**config.mk**
```make
export PLATFORM = sky130hd
export DESIGN_NAME = pd_caps_adv
export DESIGN_NICKNAME = d
export VERILOG_FILES = /design/src/inc/pd_caps_pkg.sv /design/src/hw/pd_caps_adv.sv
export SDC_FILE = /design/constraint.sdc
export NUM_CORES = 1
export LEC_CHECK = 0
export BUFFER_PORTS_ARGS = -buffer_cell sky130_fd_sc_hd__buf_2
export CORE_UTILIZATION = 25
export DETAILED_ROUTE_END_ITERATION = 12
export HOLD_SLACK_MARGIN = 0.08
export PLACE_DENSITY = 0.51
export SLEW_MARGIN = 10
export SYNTH_ARGS = -nofsm -noshare
export SYNTH_HDL_FRONTEND = slang
export SYNTH_SLANG_ARGS = --single-unit
```
**constraint.sdc**
```tcl
create_clock -name i_core_clk -period 4.5 [get_ports i_core_clk]
set_input_delay 0.45 -clock i_core_clk [delete_from_list [all_inputs] [get_ports i_core_clk]]
set_output_delay 0.45 -clock i_core_clk [all_outputs]
set_load 0.01 [all_outputs]
```
**src/inc/pd_caps_pkg.sv**
```systemverilog
// Purpose: Constants and carriers for the data message framer and caps advertiser
// Assumes: 10 MHz core clock, header fields already split out by the protocol engine
// Notes:   Power object sort key is bits 19:10 for every supply type
//
// Functional notes
// RULE1: A data message has a header plus one or more objects; nonzero count means data.
// RULE2: Type codes: 1 src caps, 2 request, 3 BIST, 4 sink caps, 5 battery, 6 alert, 15 vendor.
// RULE3: Every other type code is reserved and is never transmitted.
// RULE4: Each type may come only from its listed sender roles.
// RULE5: BIST and vendor types may use any packet start; others use the port start only.
// RULE6: Caps messages hold a 5 V fixed object plus at most six more objects.
// RULE7: The 5 V fixed object comes first, then other fixed objects by rising voltage.
// RULE8: Battery objects then variable objects follow, each by rising minimum voltage.
// RULE9: Each power object is exactly one 32-bit word.
// RULE10: Bits 31:30 give supply type: fixed, battery, variable; 11 is reserved.
// RULE11: The partner sink requests only an object index that was last offered.
// RULE12: Offered current is capped at the receptacle and plug limit.
// RULE13: After reset, power-on or attach, send source caps at every advertising timeout.
// RULE14: Keep repeating source caps up to the configured count until acknowledged.
// RULE15: Otherwise source caps go out only from ready on power change or on request.
// RULE16: A dual-role port answers both caps requests whatever its present power role.
// RULE17: The partner sink issues hard reset when no source caps arrive in time.
// RULE18: Voltage and current values in power objects are absolute.
// RULE19: The object kind is decided by the header type field alone.
// RULE20: Fixed object: bits 19:10 voltage in 50 mV, bits 9:0 current in 10 mA.
// RULE21: The header object count equals the number of objects appended, one to seven.
package pd_caps_pkg;

    // Data message types
    localparam logic [4:0] MT_SRC_CAP = 5'h01;
    localparam logic [4:0] MT_REQUEST = 5'h02;
    localparam logic [4:0] MT_BIST    = 5'h03;
    localparam logic [4:0] MT_SNK_CAP = 5'h04;
    localparam logic [4:0] MT_BATT    = 5'h05;
    localparam logic [4:0] MT_ALERT   = 5'h06;
    localparam logic [4:0] MT_VENDOR  = 5'h0F;

    // Sender roles and packet starts
    localparam logic [1:0] ROLE_SRC  = 2'h0;
    localparam logic [1:0] ROLE_SNK  = 2'h1;
    localparam logic [1:0] ROLE_DRP  = 2'h2;
    localparam logic [1:0] ROLE_PLUG = 2'h3;
    localparam logic [2:0] SOP_PORT  = 3'h0;

    // Power object fields
    localparam int         PDO_TYPE_HI = 31;
    localparam int         PDO_TYPE_LO = 30;
    localparam int         PDO_VOLT_HI = 19;
    localparam int         PDO_VOLT_LO = 10;
    localparam int         PDO_CURR_HI = 9;
    localparam logic [1:0] PDO_FIXED   = 2'h0;
    localparam logic [1:0] PDO_RSVD    = 2'h3;
    localparam logic [9:0] VSAFE5V     = 10'h064;
    localparam int         MAX_PDO     = 7;

    // Timing and counts
    localparam int CLK_MHZ        = 10;
    localparam int T_SRC_CAP_US   = 150000;
    localparam int SRC_CAP_CYC    = T_SRC_CAP_US * CLK_MHZ;
    localparam int N_CAPS_COUNT   = 50;

    // Received header to check
    typedef struct packed {
        logic       valid;
        logic [2:0] sop;
        logic [2:0] ndo;
        logic [4:0] mtype;
        logic [1:0] role;
    } rx_hdr_s;

    // Check verdict
    typedef struct packed {
        logic       valid;
        logic       is_data;
        logic       known;
        logic       role_ok;
        logic       sop_ok;
        logic [4:0] mtype;
    } rx_chk_s;

    // Transmit word stream
    typedef struct packed {
        logic        valid;
        logic        first;
        logic        last;
        logic [4:0]  mtype;
        logic [2:0]  ndo;
        logic [31:0] word;
    } tx_word_s;

endpackage

```
**src/hw/pd_caps_adv.sv**
```systemverilog
// Purpose: Data message checker and capabilities message builder and advertiser
// Assumes: Inputs synchronous to i_core_clk; protocol engine reports acks and failures
// Notes:   Badly ordered tables are sent as the 5 V object alone
`timescale 1ns/100ps
module pd_caps_adv #(
    parameter int SRC_CAP_CYC  = pd_caps_pkg::SRC_CAP_CYC,
    parameter int N_CAPS_COUNT = pd_caps_pkg::N_CAPS_COUNT
) (
    // Clock, reset, enable
    input  wire logic                   i_core_clk,
    input  wire logic                   i_arst_n,
    input  wire logic                   i_clk_en,
    // Policy inputs
    input  wire logic [1:0]             i_role,
    input  wire logic                   i_adv_start,
    input  wire logic                   i_pwr_change,
    input  wire logic                   i_get_src_cap,
    input  wire logic                   i_get_snk_cap,
    input  wire logic [9:0]             i_max_curr,
    input  wire logic [31:0]            i_src_pdo [7],
    input  wire logic [2:0]             i_src_cnt,
    input  wire logic [31:0]            i_snk_pdo [7],
    input  wire logic [2:0]             i_snk_cnt,
    // Receive check
    input  wire pd_caps_pkg::rx_hdr_s   i_rx_hdr,
    output pd_caps_pkg::rx_chk_s        o_rx_chk,
    // Transmit stream
    input  wire logic                   i_tx_ready,
    input  wire logic                   i_tx_goodcrc,
    input  wire logic                   i_tx_fail,
    output pd_caps_pkg::tx_word_s       o_tx,
    output logic                        o_src_ready,
    output logic                        o_adv_gave_up
);

    typedef enum logic [2:0] {S_IDLE, S_ADV_WAIT, S_SEND, S_WAIT_ACK, S_READY} state_e;

    state_e      state_q;
    logic        adv_q;
    logic        snk_sel_q;
    logic [2:0]  idx_q;
    logic [2:0]  cnt_q;
    logic [31:0] tmr_q;
    logic [7:0]  caps_cnt_q;
    logic [31:0] pdo_w;
    logic        src_ok;
    logic        snk_ok;

    // Known data type test
    function automatic logic known_type(input logic [4:0] t);
        known_type = (t >= pd_caps_pkg::MT_SRC_CAP && t <= pd_caps_pkg::MT_ALERT)
                     || t == pd_caps_pkg::MT_VENDOR;
    endfunction

    // Sender role allowed for type
    function automatic logic role_allowed(input logic [4:0] t, input logic [1:0] r);
        case (t)
            pd_caps_pkg::MT_REQUEST: role_allowed = (r == pd_caps_pkg::ROLE_SNK);
            pd_caps_pkg::MT_ALERT:   role_allowed = (r == pd_caps_pkg::ROLE_SRC);
            pd_caps_pkg::MT_VENDOR, pd_caps_pkg::MT_BIST:
                role_allowed = (r != pd_caps_pkg::ROLE_DRP) || (t == pd_caps_pkg::MT_BIST);
            pd_caps_pkg::MT_SRC_CAP, pd_caps_pkg::MT_SNK_CAP, pd_caps_pkg::MT_BATT:
                role_allowed = (r != pd_caps_pkg::ROLE_PLUG);
            default:                 role_allowed = 1'b0;
        endcase
    endfunction

    // Table order and type check
    function automatic logic table_ok(input logic [31:0] p [7], input logic [2:0] n);
        logic [2:0] k;
        table_ok = (n != 3'h0)
            && p[0][pd_caps_pkg::PDO_TYPE_HI:pd_caps_pkg::PDO_TYPE_LO] == pd_caps_pkg::PDO_FIXED
            && p[0][pd_caps_pkg::PDO_VOLT_HI:pd_caps_pkg::PDO_VOLT_LO] == pd_caps_pkg::VSAFE5V;
        for (int i = 1; i < pd_caps_pkg::MAX_PDO; i++) begin
            k = 3'(i);
            if (k < n) begin
                if (p[i][31:30] == pd_caps_pkg::PDO_RSVD || p[i][31:30] < p[i-1][31:30])
                    table_ok = 1'b0;
                else if (p[i][31:30] == p[i-1][31:30] && p[i][19:10] <= p[i-1][19:10])
                    table_ok = 1'b0;
            end
        end
    endfunction

    assign src_ok = table_ok(i_src_pdo, i_src_cnt); // RULE6 RULE7 RULE8 RULE10
    assign snk_ok = table_ok(i_snk_pdo, i_snk_cnt); // RULE6 RULE7 RULE8 RULE10

    // Current word with fixed and variable current capped in source caps only
    always_comb begin
        pdo_w = snk_sel_q ? i_snk_pdo[idx_q] : i_src_pdo[idx_q]; // RULE9 RULE19
        // A cut table still leads with the 5 V fixed object
        if (!(snk_sel_q ? snk_ok : src_ok)) begin
            pdo_w[pd_caps_pkg::PDO_TYPE_HI:pd_caps_pkg::PDO_TYPE_LO] =
                pd_caps_pkg::PDO_FIXED; // RULE6 RULE7
            pdo_w[pd_caps_pkg::PDO_VOLT_HI:pd_caps_pkg::PDO_VOLT_LO] =
                pd_caps_pkg::VSAFE5V; // RULE6 RULE7
        end
        if (!snk_sel_q && pdo_w[31:30] != 2'h1 && pdo_w[9:0] > i_max_curr) begin
            pdo_w[pd_caps_pkg::PDO_CURR_HI:0] = i_max_curr; // RULE12 RULE18 RULE20
        end
    end

    // Receive header check
    always_ff @(posedge i_core_clk or negedge i_arst_n) begin
        if (!i_arst_n) begin
            o_rx_chk <= '0;
        end else if (i_clk_en) begin
            o_rx_chk.valid   <= i_rx_hdr.valid;
            o_rx_chk.is_data <= i_rx_hdr.ndo != 3'h0; // RULE1
            o_rx_chk.known   <= known_type(i_rx_hdr.mtype); // RULE2 RULE3
            o_rx_chk.role_ok <= role_allowed(i_rx_hdr.mtype, i_rx_hdr.role); // RULE4
            o_rx_chk.sop_ok  <= i_rx_hdr.mtype == pd_caps_pkg::MT_BIST
                                || i_rx_hdr.mtype == pd_caps_pkg::MT_VENDOR
                                || i_rx_hdr.sop == pd_caps_pkg::SOP_PORT; // RULE5
            o_rx_chk.mtype   <= i_rx_hdr.mtype;
        end
    end

    // Advertising and reply sequencer
    always_ff @(posedge i_core_clk or negedge i_arst_n) begin
        if (!i_arst_n) begin
            state_q    <= S_IDLE;
            adv_q      <= 1'b0;
            snk_sel_q  <= 1'b0;
            cnt_q      <= 3'h0;
            tmr_q      <= '0;
            caps_cnt_q <= '0;
            o_adv_gave_up <= 1'b0;
        end else if (i_clk_en) begin
            if (i_adv_start && i_role != pd_caps_pkg::ROLE_SNK) begin
                state_q    <= S_ADV_WAIT; // RULE13
                adv_q      <= 1'b1;
                snk_sel_q  <= 1'b0;
                tmr_q      <= '0;
                caps_cnt_q <= '0;
                o_adv_gave_up <= 1'b0;
            end else begin
                case (state_q)
                    S_ADV_WAIT: begin
                        tmr_q <= tmr_q + 32'h0000_0001;
                        if (tmr_q >= 32'(SRC_CAP_CYC - 1)) begin
                            state_q <= S_SEND; // RULE13
                            cnt_q   <= src_ok ? i_src_cnt : 3'h1; // RULE21
                        end
                    end
                    S_SEND: begin
                        if (i_tx_ready && o_tx.valid && o_tx.last) state_q <= S_WAIT_ACK;
                    end
                    S_WAIT_ACK: begin
                        if (i_tx_goodcrc) begin
                            state_q <= S_READY; // RULE14
                            adv_q   <= 1'b0;
                        end else if (i_tx_fail && adv_q) begin
                            tmr_q      <= '0;
                            caps_cnt_q <= caps_cnt_q + 8'h01;
                            if (32'(caps_cnt_q) + 1 >= N_CAPS_COUNT) begin
                                state_q       <= S_IDLE; // RULE14
                                o_adv_gave_up <= 1'b1;
                            end else begin
                                state_q <= S_ADV_WAIT; // RULE14
                            end
                        end else if (i_tx_fail) begin
                            state_q <= S_READY;
                        end
                    end
                    S_READY: begin
                        if (i_get_snk_cap && i_role != pd_caps_pkg::ROLE_SRC) begin
                            state_q   <= S_SEND; // RULE16
                            snk_sel_q <= 1'b1;
                            cnt_q     <= snk_ok ? i_snk_cnt : 3'h1; // RULE21
                        end else if ((i_get_src_cap && i_role != pd_caps_pkg::ROLE_SNK)
                                     || (i_pwr_change && i_role != pd_caps_pkg::ROLE_SNK)) begin
                            state_q   <= S_SEND; // RULE15 RULE16
                            snk_sel_q <= 1'b0;
                            cnt_q     <= src_ok ? i_src_cnt : 3'h1; // RULE21
                        end
                    end
                    S_IDLE: begin
                        if (i_role == pd_caps_pkg::ROLE_SNK) state_q <= S_READY;
                    end
                    default: state_q <= S_IDLE;
                endcase
            end
        end
    end

    // Object index and transmit word
    always_ff @(posedge i_core_clk or negedge i_arst_n) begin
        if (!i_arst_n) begin
            idx_q <= 3'h0;
            o_tx  <= '0;
        end else if (i_clk_en) begin
            if (state_q != S_SEND) begin
                idx_q <= 3'h0;
                o_tx  <= '0;
            end else if (!o_tx.valid || i_tx_ready) begin
                if (o_tx.valid && o_tx.last) begin
                    o_tx <= '0;
                end else begin
                    o_tx.valid <= 1'b1;
                    o_tx.first <= idx_q == 3'h0;
                    o_tx.last  <= idx_q == cnt_q - 3'h1;
                    o_tx.mtype <= snk_sel_q ? pd_caps_pkg::MT_SNK_CAP : pd_caps_pkg::MT_SRC_CAP;
                    o_tx.ndo   <= cnt_q; // RULE21 RULE1
                    o_tx.word  <= pdo_w; // RULE9
                    idx_q      <= idx_q + 3'h1;
                end
            end
        end
    end

    // Ready indication
    always_ff @(posedge i_core_clk or negedge i_arst_n) begin
        if (!i_arst_n) o_src_ready <= 1'b0;
        else if (i_clk_en) o_src_ready <= state_q == S_READY;
    end

    // Checks
    a_ndo_nonzero: assert property (@(posedge i_core_clk) disable iff (!i_arst_n) // RULE21
        o_tx.valid |-> o_tx.ndo != 3'h0) else $error("zero object count sent");
    a_type_caps: assert property (@(posedge i_core_clk) disable iff (!i_arst_n) // RULE3
        o_tx.valid |-> known_type(o_tx.mtype)) else $error("reserved type sent");
    a_first_safe: assert property (@(posedge i_core_clk) disable iff (!i_arst_n) // RULE7
        o_tx.valid && o_tx.first |-> o_tx.word[31:30] == 2'h0 && (o_tx.word[19:10] ==
        pd_caps_pkg::VSAFE5V)) else $error("first object not 5 V fixed");
    a_no_rsvd_pdo: assert property (@(posedge i_core_clk) disable iff (!i_arst_n) // RULE10
        o_tx.valid |-> o_tx.word[31:30] != pd_caps_pkg::PDO_RSVD) else $error("reserved pdo");
    a_curr_cap: assert property (@(posedge i_core_clk) disable iff (!i_arst_n) // RULE12
        o_tx.valid && o_tx.mtype == pd_caps_pkg::MT_SRC_CAP && o_tx.word[31:30] != 2'h1
        |-> o_tx.word[9:0] <= i_max_curr) else $error("current above limit");
    a_hold_stall: assert property (@(posedge i_core_clk) disable iff (!i_arst_n) // RULE9
        i_clk_en && o_tx.valid && !i_tx_ready ##1 i_clk_en |-> $stable(o_tx))
        else $error("word changed while stalled");
    a_sop_check: assert property (@(posedge i_core_clk) disable iff (!i_arst_n) // RULE5
        i_clk_en && i_rx_hdr.mtype == pd_caps_pkg::MT_REQUEST && i_rx_hdr.sop != 3'h0
        |=> !o_rx_chk.sop_ok) else $error("request off port start accepted");
    a_role_check: assert property (@(posedge i_core_clk) disable iff (!i_arst_n) // RULE4
        i_clk_en && i_rx_hdr.mtype == pd_caps_pkg::MT_REQUEST && i_rx_hdr.role !=
        pd_caps_pkg::ROLE_SNK |=> !o_rx_chk.role_ok) else $error("bad request role passed");
    a_data_flag: assert property (@(posedge i_core_clk) disable iff (!i_arst_n) // RULE1
        i_clk_en |=> o_rx_chk.is_data == ($past(i_rx_hdr.ndo) != 3'h0))
        else $error("data flag wrong");
    a_ready_quiet: assert property (@(posedge i_core_clk) disable iff (!i_arst_n) // RULE15
        state_q == S_READY && i_clk_en && !i_adv_start && !i_get_src_cap && !i_get_snk_cap
        && !i_pwr_change |=> state_q == S_READY) else $error("unprompted caps from ready");
    a_sink_no_adv: assert property (@(posedge i_core_clk) disable iff (!i_arst_n) // RULE13
        state_q != S_ADV_WAIT && i_role == pd_caps_pkg::ROLE_SNK && i_adv_start && i_clk_en
        |=> state_q != S_ADV_WAIT) else $error("sink advertised");
    a_give_up_cnt: assert property (@(posedge i_core_clk) disable iff (!i_arst_n) // RULE14
        $rose(o_adv_gave_up) |-> 32'(caps_cnt_q) >= N_CAPS_COUNT)
        else $error("gave up too early");
    a_sop_vendor: assert property (@(posedge i_core_clk) disable iff (!i_arst_n) // RULE5
        i_clk_en && i_rx_hdr.mtype == pd_caps_pkg::MT_VENDOR |=> o_rx_chk.sop_ok)
        else $error("vendor start refused");
    a_rsvd_type: assert property (@(posedge i_core_clk) disable iff (!i_arst_n) // RULE3
        i_clk_en && i_rx_hdr.mtype == 5'h00 |=> !o_rx_chk.known && !o_rx_chk.role_ok)
        else $error("reserved type passed");

    c_adv_ack: cover property (@(posedge i_core_clk) state_q == S_WAIT_ACK && adv_q
        && i_tx_goodcrc);
    c_retry: cover property (@(posedge i_core_clk) state_q == S_WAIT_ACK && adv_q
        && i_tx_fail);
    c_snk_caps: cover property (@(posedge i_core_clk) o_tx.valid && o_tx.last
        && o_tx.mtype == pd_caps_pkg::MT_SNK_CAP);
    c_cut_table: cover property (@(posedge i_core_clk) state_q == S_SEND && !snk_sel_q
        && !src_ok);
    c_gave_up: cover property (@(posedge i_core_clk) $rose(o_adv_gave_up));

endmodule

```
---- Yosys cells after proc, flatten, opt, wreduce, memory -nomap -nowiden ----
Cells that the tools add are included.
storage, ports and cells
  logic and storage cells ................. 295
  bits in registers ....................... 106
  output and inout port bits .............. 55
cells by class
  mux-type cells .......................... 92
  $lt $le $gt $ge ......................... 42
  add/subtract/negate cells ............... 5
  equality and inequality tests ........... 56
  bitwise operators ....................... 2
  reductions and logical operators ........ 77
operators with widths
  kind                   number
  $mux 32                8
  $bmux 32 s3            2
  $mux 43                3
  $le 10x10->1           12
  $pmux 32 s2            1
  $mux 3                 18
  $mux 1                 50
  $add 32x1->32 const B  1
  $ge 32x21->1 const B   1
  $mux 8                 4
  $logic_and 1x1->1      27
  $eq 2x2->1             12
  $eq 2x2->1 const B     12
  $lt 2x2->1             12
  $eq 10x7->1 const B    2
  $mux 10                2
  $logic_or 1x1->1       18
  $lt 3x3->1 const A     6
  $ne 3x3->1 const B     6
  $reduce_bool 2->1      8
  $eq 5x3->1 const B     3
  $pmux 3 s5             1
  $reduce_bool 3->1      5
  $lt 2x3->1 const A     4
  other kinds (38)       56

---- Logic depth before layout (Yosys ltp) ----
  depth in word-level cells ............... 30
  depth in mapped cells ................... 17

---- Worst setup path after synthesis ----
No wires, ideal clock.
  path type ............................... reg-to-reg
  start ................................... register idx_q[1]
  end ..................................... register o_tx[0] in the netlist's numbering
  library setup time ...................... 0.142 ns
  setup slack ............................. 0.515 ns
  buffers on the path ..................... 5
  clock period less this slack ............ 3.985 ns
  data arrival time ....................... 3.842 ns
  required time ........................... 4.358 ns
  cell stages (with the launch flop) ...... 16
  path through ............................ dfrtp_1 > buf_2 > buf_2 > buf_1 > clkbuf_1 > mux4_2 > mux4_1 > ha_1 > nand4_1 > nor3_1 > a21oi_1 > a31oi_1 > clkbuf_1 > nor3_1 > a21oi_1 > o211ai_2
between the ends
  longest elaborated chain between the ends .. 13
RTL lines
  what                                                                  RTL line            source
  from (decl)                                                           pd_caps_adv.sv:41   logic [2:0] idx_q;
  from (signal assigned)                                                pd_caps_adv.sv:206  idx_q <= idx_q + 3'h1;
  $not 3->4 (implied by the code) (*)                                   pd_caps_adv.sv:90   pdo_w = snk_sel_q ? i_snk_pdo[idx_q] : i_src_pdo[idx_q];
  $bmux 32 s3                                                           pd_caps_adv.sv:90
  $mux 32 (implied by the code) (2 in series)                           pd_caps_adv.sv:90
  $mux 32 (*)                                                           pd_caps_adv.sv:90
  parallel branches: the longest is 4 deep, another holds $gt 10x10->1  -
  $mux 10 (*)                                                           pd_caps_adv.sv:98   if (!snk_sel_q && pdo_w[31:30] != 2'h1 && pdo_w[9:0] > i_max_curr) begin
  $mux 43 (*)                                                           pd_caps_adv.sv:197  if (o_tx.valid && o_tx.last) begin
  $mux 43 (*)                                                           pd_caps_adv.sv:196  end else if (!o_tx.valid || i_tx_ready) begin
  $mux 43 (*)                                                           pd_caps_adv.sv:193  if (state_q != S_SEND) begin
  to (decl)                                                             pd_caps_adv.sv:31   output pd_caps_pkg::tx_word_s o_tx,
Every way passes the cells marked *. The select of a mux whose other input is x is not followed.
A chain may end at the register's enable or synchronous reset.

---- Final worst setup path ----
  start ................................... register idx_q[0]
  end ..................................... register o_tx[1] in the netlist's numbering
The elaborated chain is that of the path after synthesis.

==> impl_metrics.py <==
metrics = {
    "grt": {
        "gr-usage-all-layers": 0.223,
        "grt_max_degree": 52,
        "grt_overflow": 0,
        "grt_pass1_wl_um": 93400,
        "grt_antenna_before_repair": 21,
        "grt_pass1_vias": 14500,
    },
    "worst_setup_path": {
        "rrSetupSlack_ns": 0.45,
        "rr_startpoint": "idx_q[0]",
        "critical-path-slowest-cell": "dfrtp_4",
        "worst-path-stages": 10,
        "crit_buf_inv": 0,
        "cp-end-kind": "flip-flop",
        "cp.required_ns": 4.73,
        "r2r_cells": 10,
        "worstSetupStartpoint": "idx_q[0]",
        "r2r_end": "o_tx[1]",
        "path_cells": "mux4_2, mux4_1, ha_1, nand4_1, nor3_1, a21oi_1, a31oi_1, nor2_2, a22oi_1, o211ai_2",
        "cp.arrival_ns": 4.28,
        "cp_top_family": "multiplexers",
        "path_class": "reg -> reg",
        "slowest_delay_ns": 0.76,
        "crit_fanout": 38,
        "startpoint_type": "flip-flop",
        "endpoint": "o_tx[1]",
    },
    "synthesis": {
        "synth_area_leader_cell": "dfrtp_1",
        "synth_compound_area_frac": 0.183,
        "synth.area.top_cells": "dfrtp_1 19%, mux4_2 15%, ha_1 15%",
        "synth_top_area_frac": 0.190,
        "syn_avg_cell_area_sq_um": 8.78,
        "ys_warn_count": 0,
        "syn_inst": 1542,
        "netlist-cell-type-count": 79,
        "synth_most_common_cell": "inv_1",
        "synth.cell_area_sq_um": 13500,
        "synth_xor_area_frac": 0.0136,
        "async_flop_share": 1.00,
        "synthFlopType": "dfrtp_1",
        "synthAdderAreaFrac": 0.148,
        "synth_edf_count": 0,
        "synth_top_family_by_area": "multiplexers",
        "synth_mux_area_frac": 0.215,
        "synth_commonest_cells": "185 x inv_1, 160 x ha_1, 160 x nand2_1",
        "synth_seq_area_share": 0.190,
        "synth-seq-cells": 103,
        "synth-simple-area-share": 0.166,
    },
    "floorplanning": {
        "die_h_um": 235,
        "start_util": 0.255,
        "num_io_pins": 545,
        "core_area_sq_um": 53100,
        "die_area_sq_um": 55100,
        "num_rows": 84,
        "fp.dieW_um": 235,
    },
    "detailed_routing": {
        "routed_via_density": 5.31,
        "dr_total_vias": 14500,
        "drt-initial-drc-count": 1082,
        "post_drt_wl_per_cell_um": 23.0,
        "firstDrtPassIters": 5,
        "ant_nets": 0,
        "wl_um": 63000,
        "drc_errors": 0,
    },
    "timing": {
        "relSlewSlack": 0.221,
        "drv_slew": 0,
        "skew_ns": 0.0157,
        "fin_crit_ns": 4.05,
        "fin_crit_sh": 0.901,
        "hold_viol_final": 0,
        "fmax_mhz": 247,
        "worstMarginPinSlew_ns": 1.16,
        "setup_viol": 0,
        "rsz0062_at_grt": "false",
        "tns_ns": 0,
    },
    "clock_tree": {
        "insertion_delay_ns": 0.37,
        "clk_pin_slew_ns": 0.08,
        "clkSinkCount": 103,
        "cts_hold_buf": 0,
        "h-tree-depth": 3,
        "post_cts_buffers": 0,
        "cts_inserted_buffers": 9,
        "cts.repair.resized": 0,
        "cts_buffer_depth": 2,
        "cts_tree": "done",
        "clockRootBuffer": "clkbuf_16",
    },
    "pwr": {
        "p_leak_nw": 8.29,
        "ir_worst_vdd_uv": 214,
        "power_mw": 5.66,
        "powerDensity_nw_per_um2": 329,
    },
    "placed_design": {
        "portBuffers": 541,
        "place_congestion": 1.01,
        "hpwl_um": 53200,
    },
    "cells_and_area": {
        "fin_nets": 2686,
        "area_delta_synth_final_pct": 27.0,
        "fillCellCount": 5595,
        "drive_above_1_share": 0.352,
    },
    "flow_run": {
        "maxCapViolCount": 0,
    },
    "hold_path": {
        "hold_class": "in -> async",
    },
    "outcome": {
        "outcome": "finished clean",
    },
}
worst min path at each step:
stage,from,to,slack [ns],cells after the start
6_report,i_arst_n,o_tx[5],0.10,1
5_1_grt,i_arst_n,o_tx[2],0.14,1
4_1_cts,i_arst_n,o_tx[5],0.12,1
3_5_place_dp,o_tx[32],o_tx[32],0.48,2
3_3_place_gp,caps_cnt_q[7],caps_cnt_q[7],0.48,1
2_1_floorplan,i_arst_n,adv_q,0.15,0
cell families (layout without fill, tap and decap cells):
logic type	after synthesis	in the layout
and+or+nand+nor	445	445
buffers and inverters	267	764
other	1	8
muxes	169	169
adders and majority gates	160	160
DFF	103	103
xor gates and xnor gates	21	21
AOI/OAI and AO/OA	376	376
cell usage in the layout (no fill, tap or decap), types with 9 or more instances in the layout:
cell       count
nand2_1      160
nand2b_1      10
nand4_1       40
a21o_1        16
a31oi_1       14
o211ai_2      10
mux4_2        91
clkbuf_16      9
and3_1        29
inv_1        185
o21ai_0      134
buf_2        540
xnor2_1       13
a22o_1        15
a211oi_1      16
a32oi_1       10
buf_4         22
a21oi_1       61
ha_1         160
nor2_1        61
o41ai_1       14
nor3_1        26
a22oi_1        9
nor2b_1       22
mux2i_1       66
nand3_1       33
dfrtp_1      100
layer usage:
metal | GRT usage | vias to the layer above | wire length [um]
met3 | 0.0382 | 72 | 3910
li1 | - | 6740 | -
met4 | 0.0506 | 18 | 1260
met2 | 0.358 | 569 | 28800
met1 | 0.312 | 7124 | 28900
met5 | 0 | - | 114
report_power, final:
part	internal (mW)	leakage [nW]	total, mW	switching [mW]
registers	1.10	1.38	1.36	0.267
logic	1.54	6.77	3.44	1.91
clock network	0.441	0.150	0.854	0.414
metrics by stage:
step	worst slack, ns	cells	utilization	hold WS [ns]	cell area (sq um)
global route	0.202	2732	0.324	0.137	17200
detailed placement	0.480	2713	0.318	0.477	16900
CTS	0.463	2729	0.324	0.115	17200
floorplan	0.515	1544	-	0.154	13600
global placement	0.490	2713	0.318	0.475	16900
finish	0.448	2734	0.324	0.103	17200
flip-flops by register name, summed over array words and instances (netlist names):
register       count
cnt_q              3
snk_sel_q          1
caps_cnt_q         8
adv_q              1
tmr_q             32
idx_q              3
o_rx_chk          10
o_src_ready        1
o_adv_gave_up      1
o_tx              40
state_q            3
layout make-up:
cell class | instances | area, sq um | share of cell area
Clock inverter | 7 | 83.8 | 0.00488
Tap cell | 688 | 861 | 0.0501
Timing Repair Buffer | 562 | 2870 | 0.167
Multi-Input combinational cell | 1174 | 9860 | 0.573
Sequential cell | 103 | 2590 | 0.150
Clock buffer | 9 | 225 | 0.0131
Inverter | 186 | 698 | 0.0406
Antenna cell | 5 | 12.5 | 0.000728
Note: power is estimated with default switching activity, not from simulation.
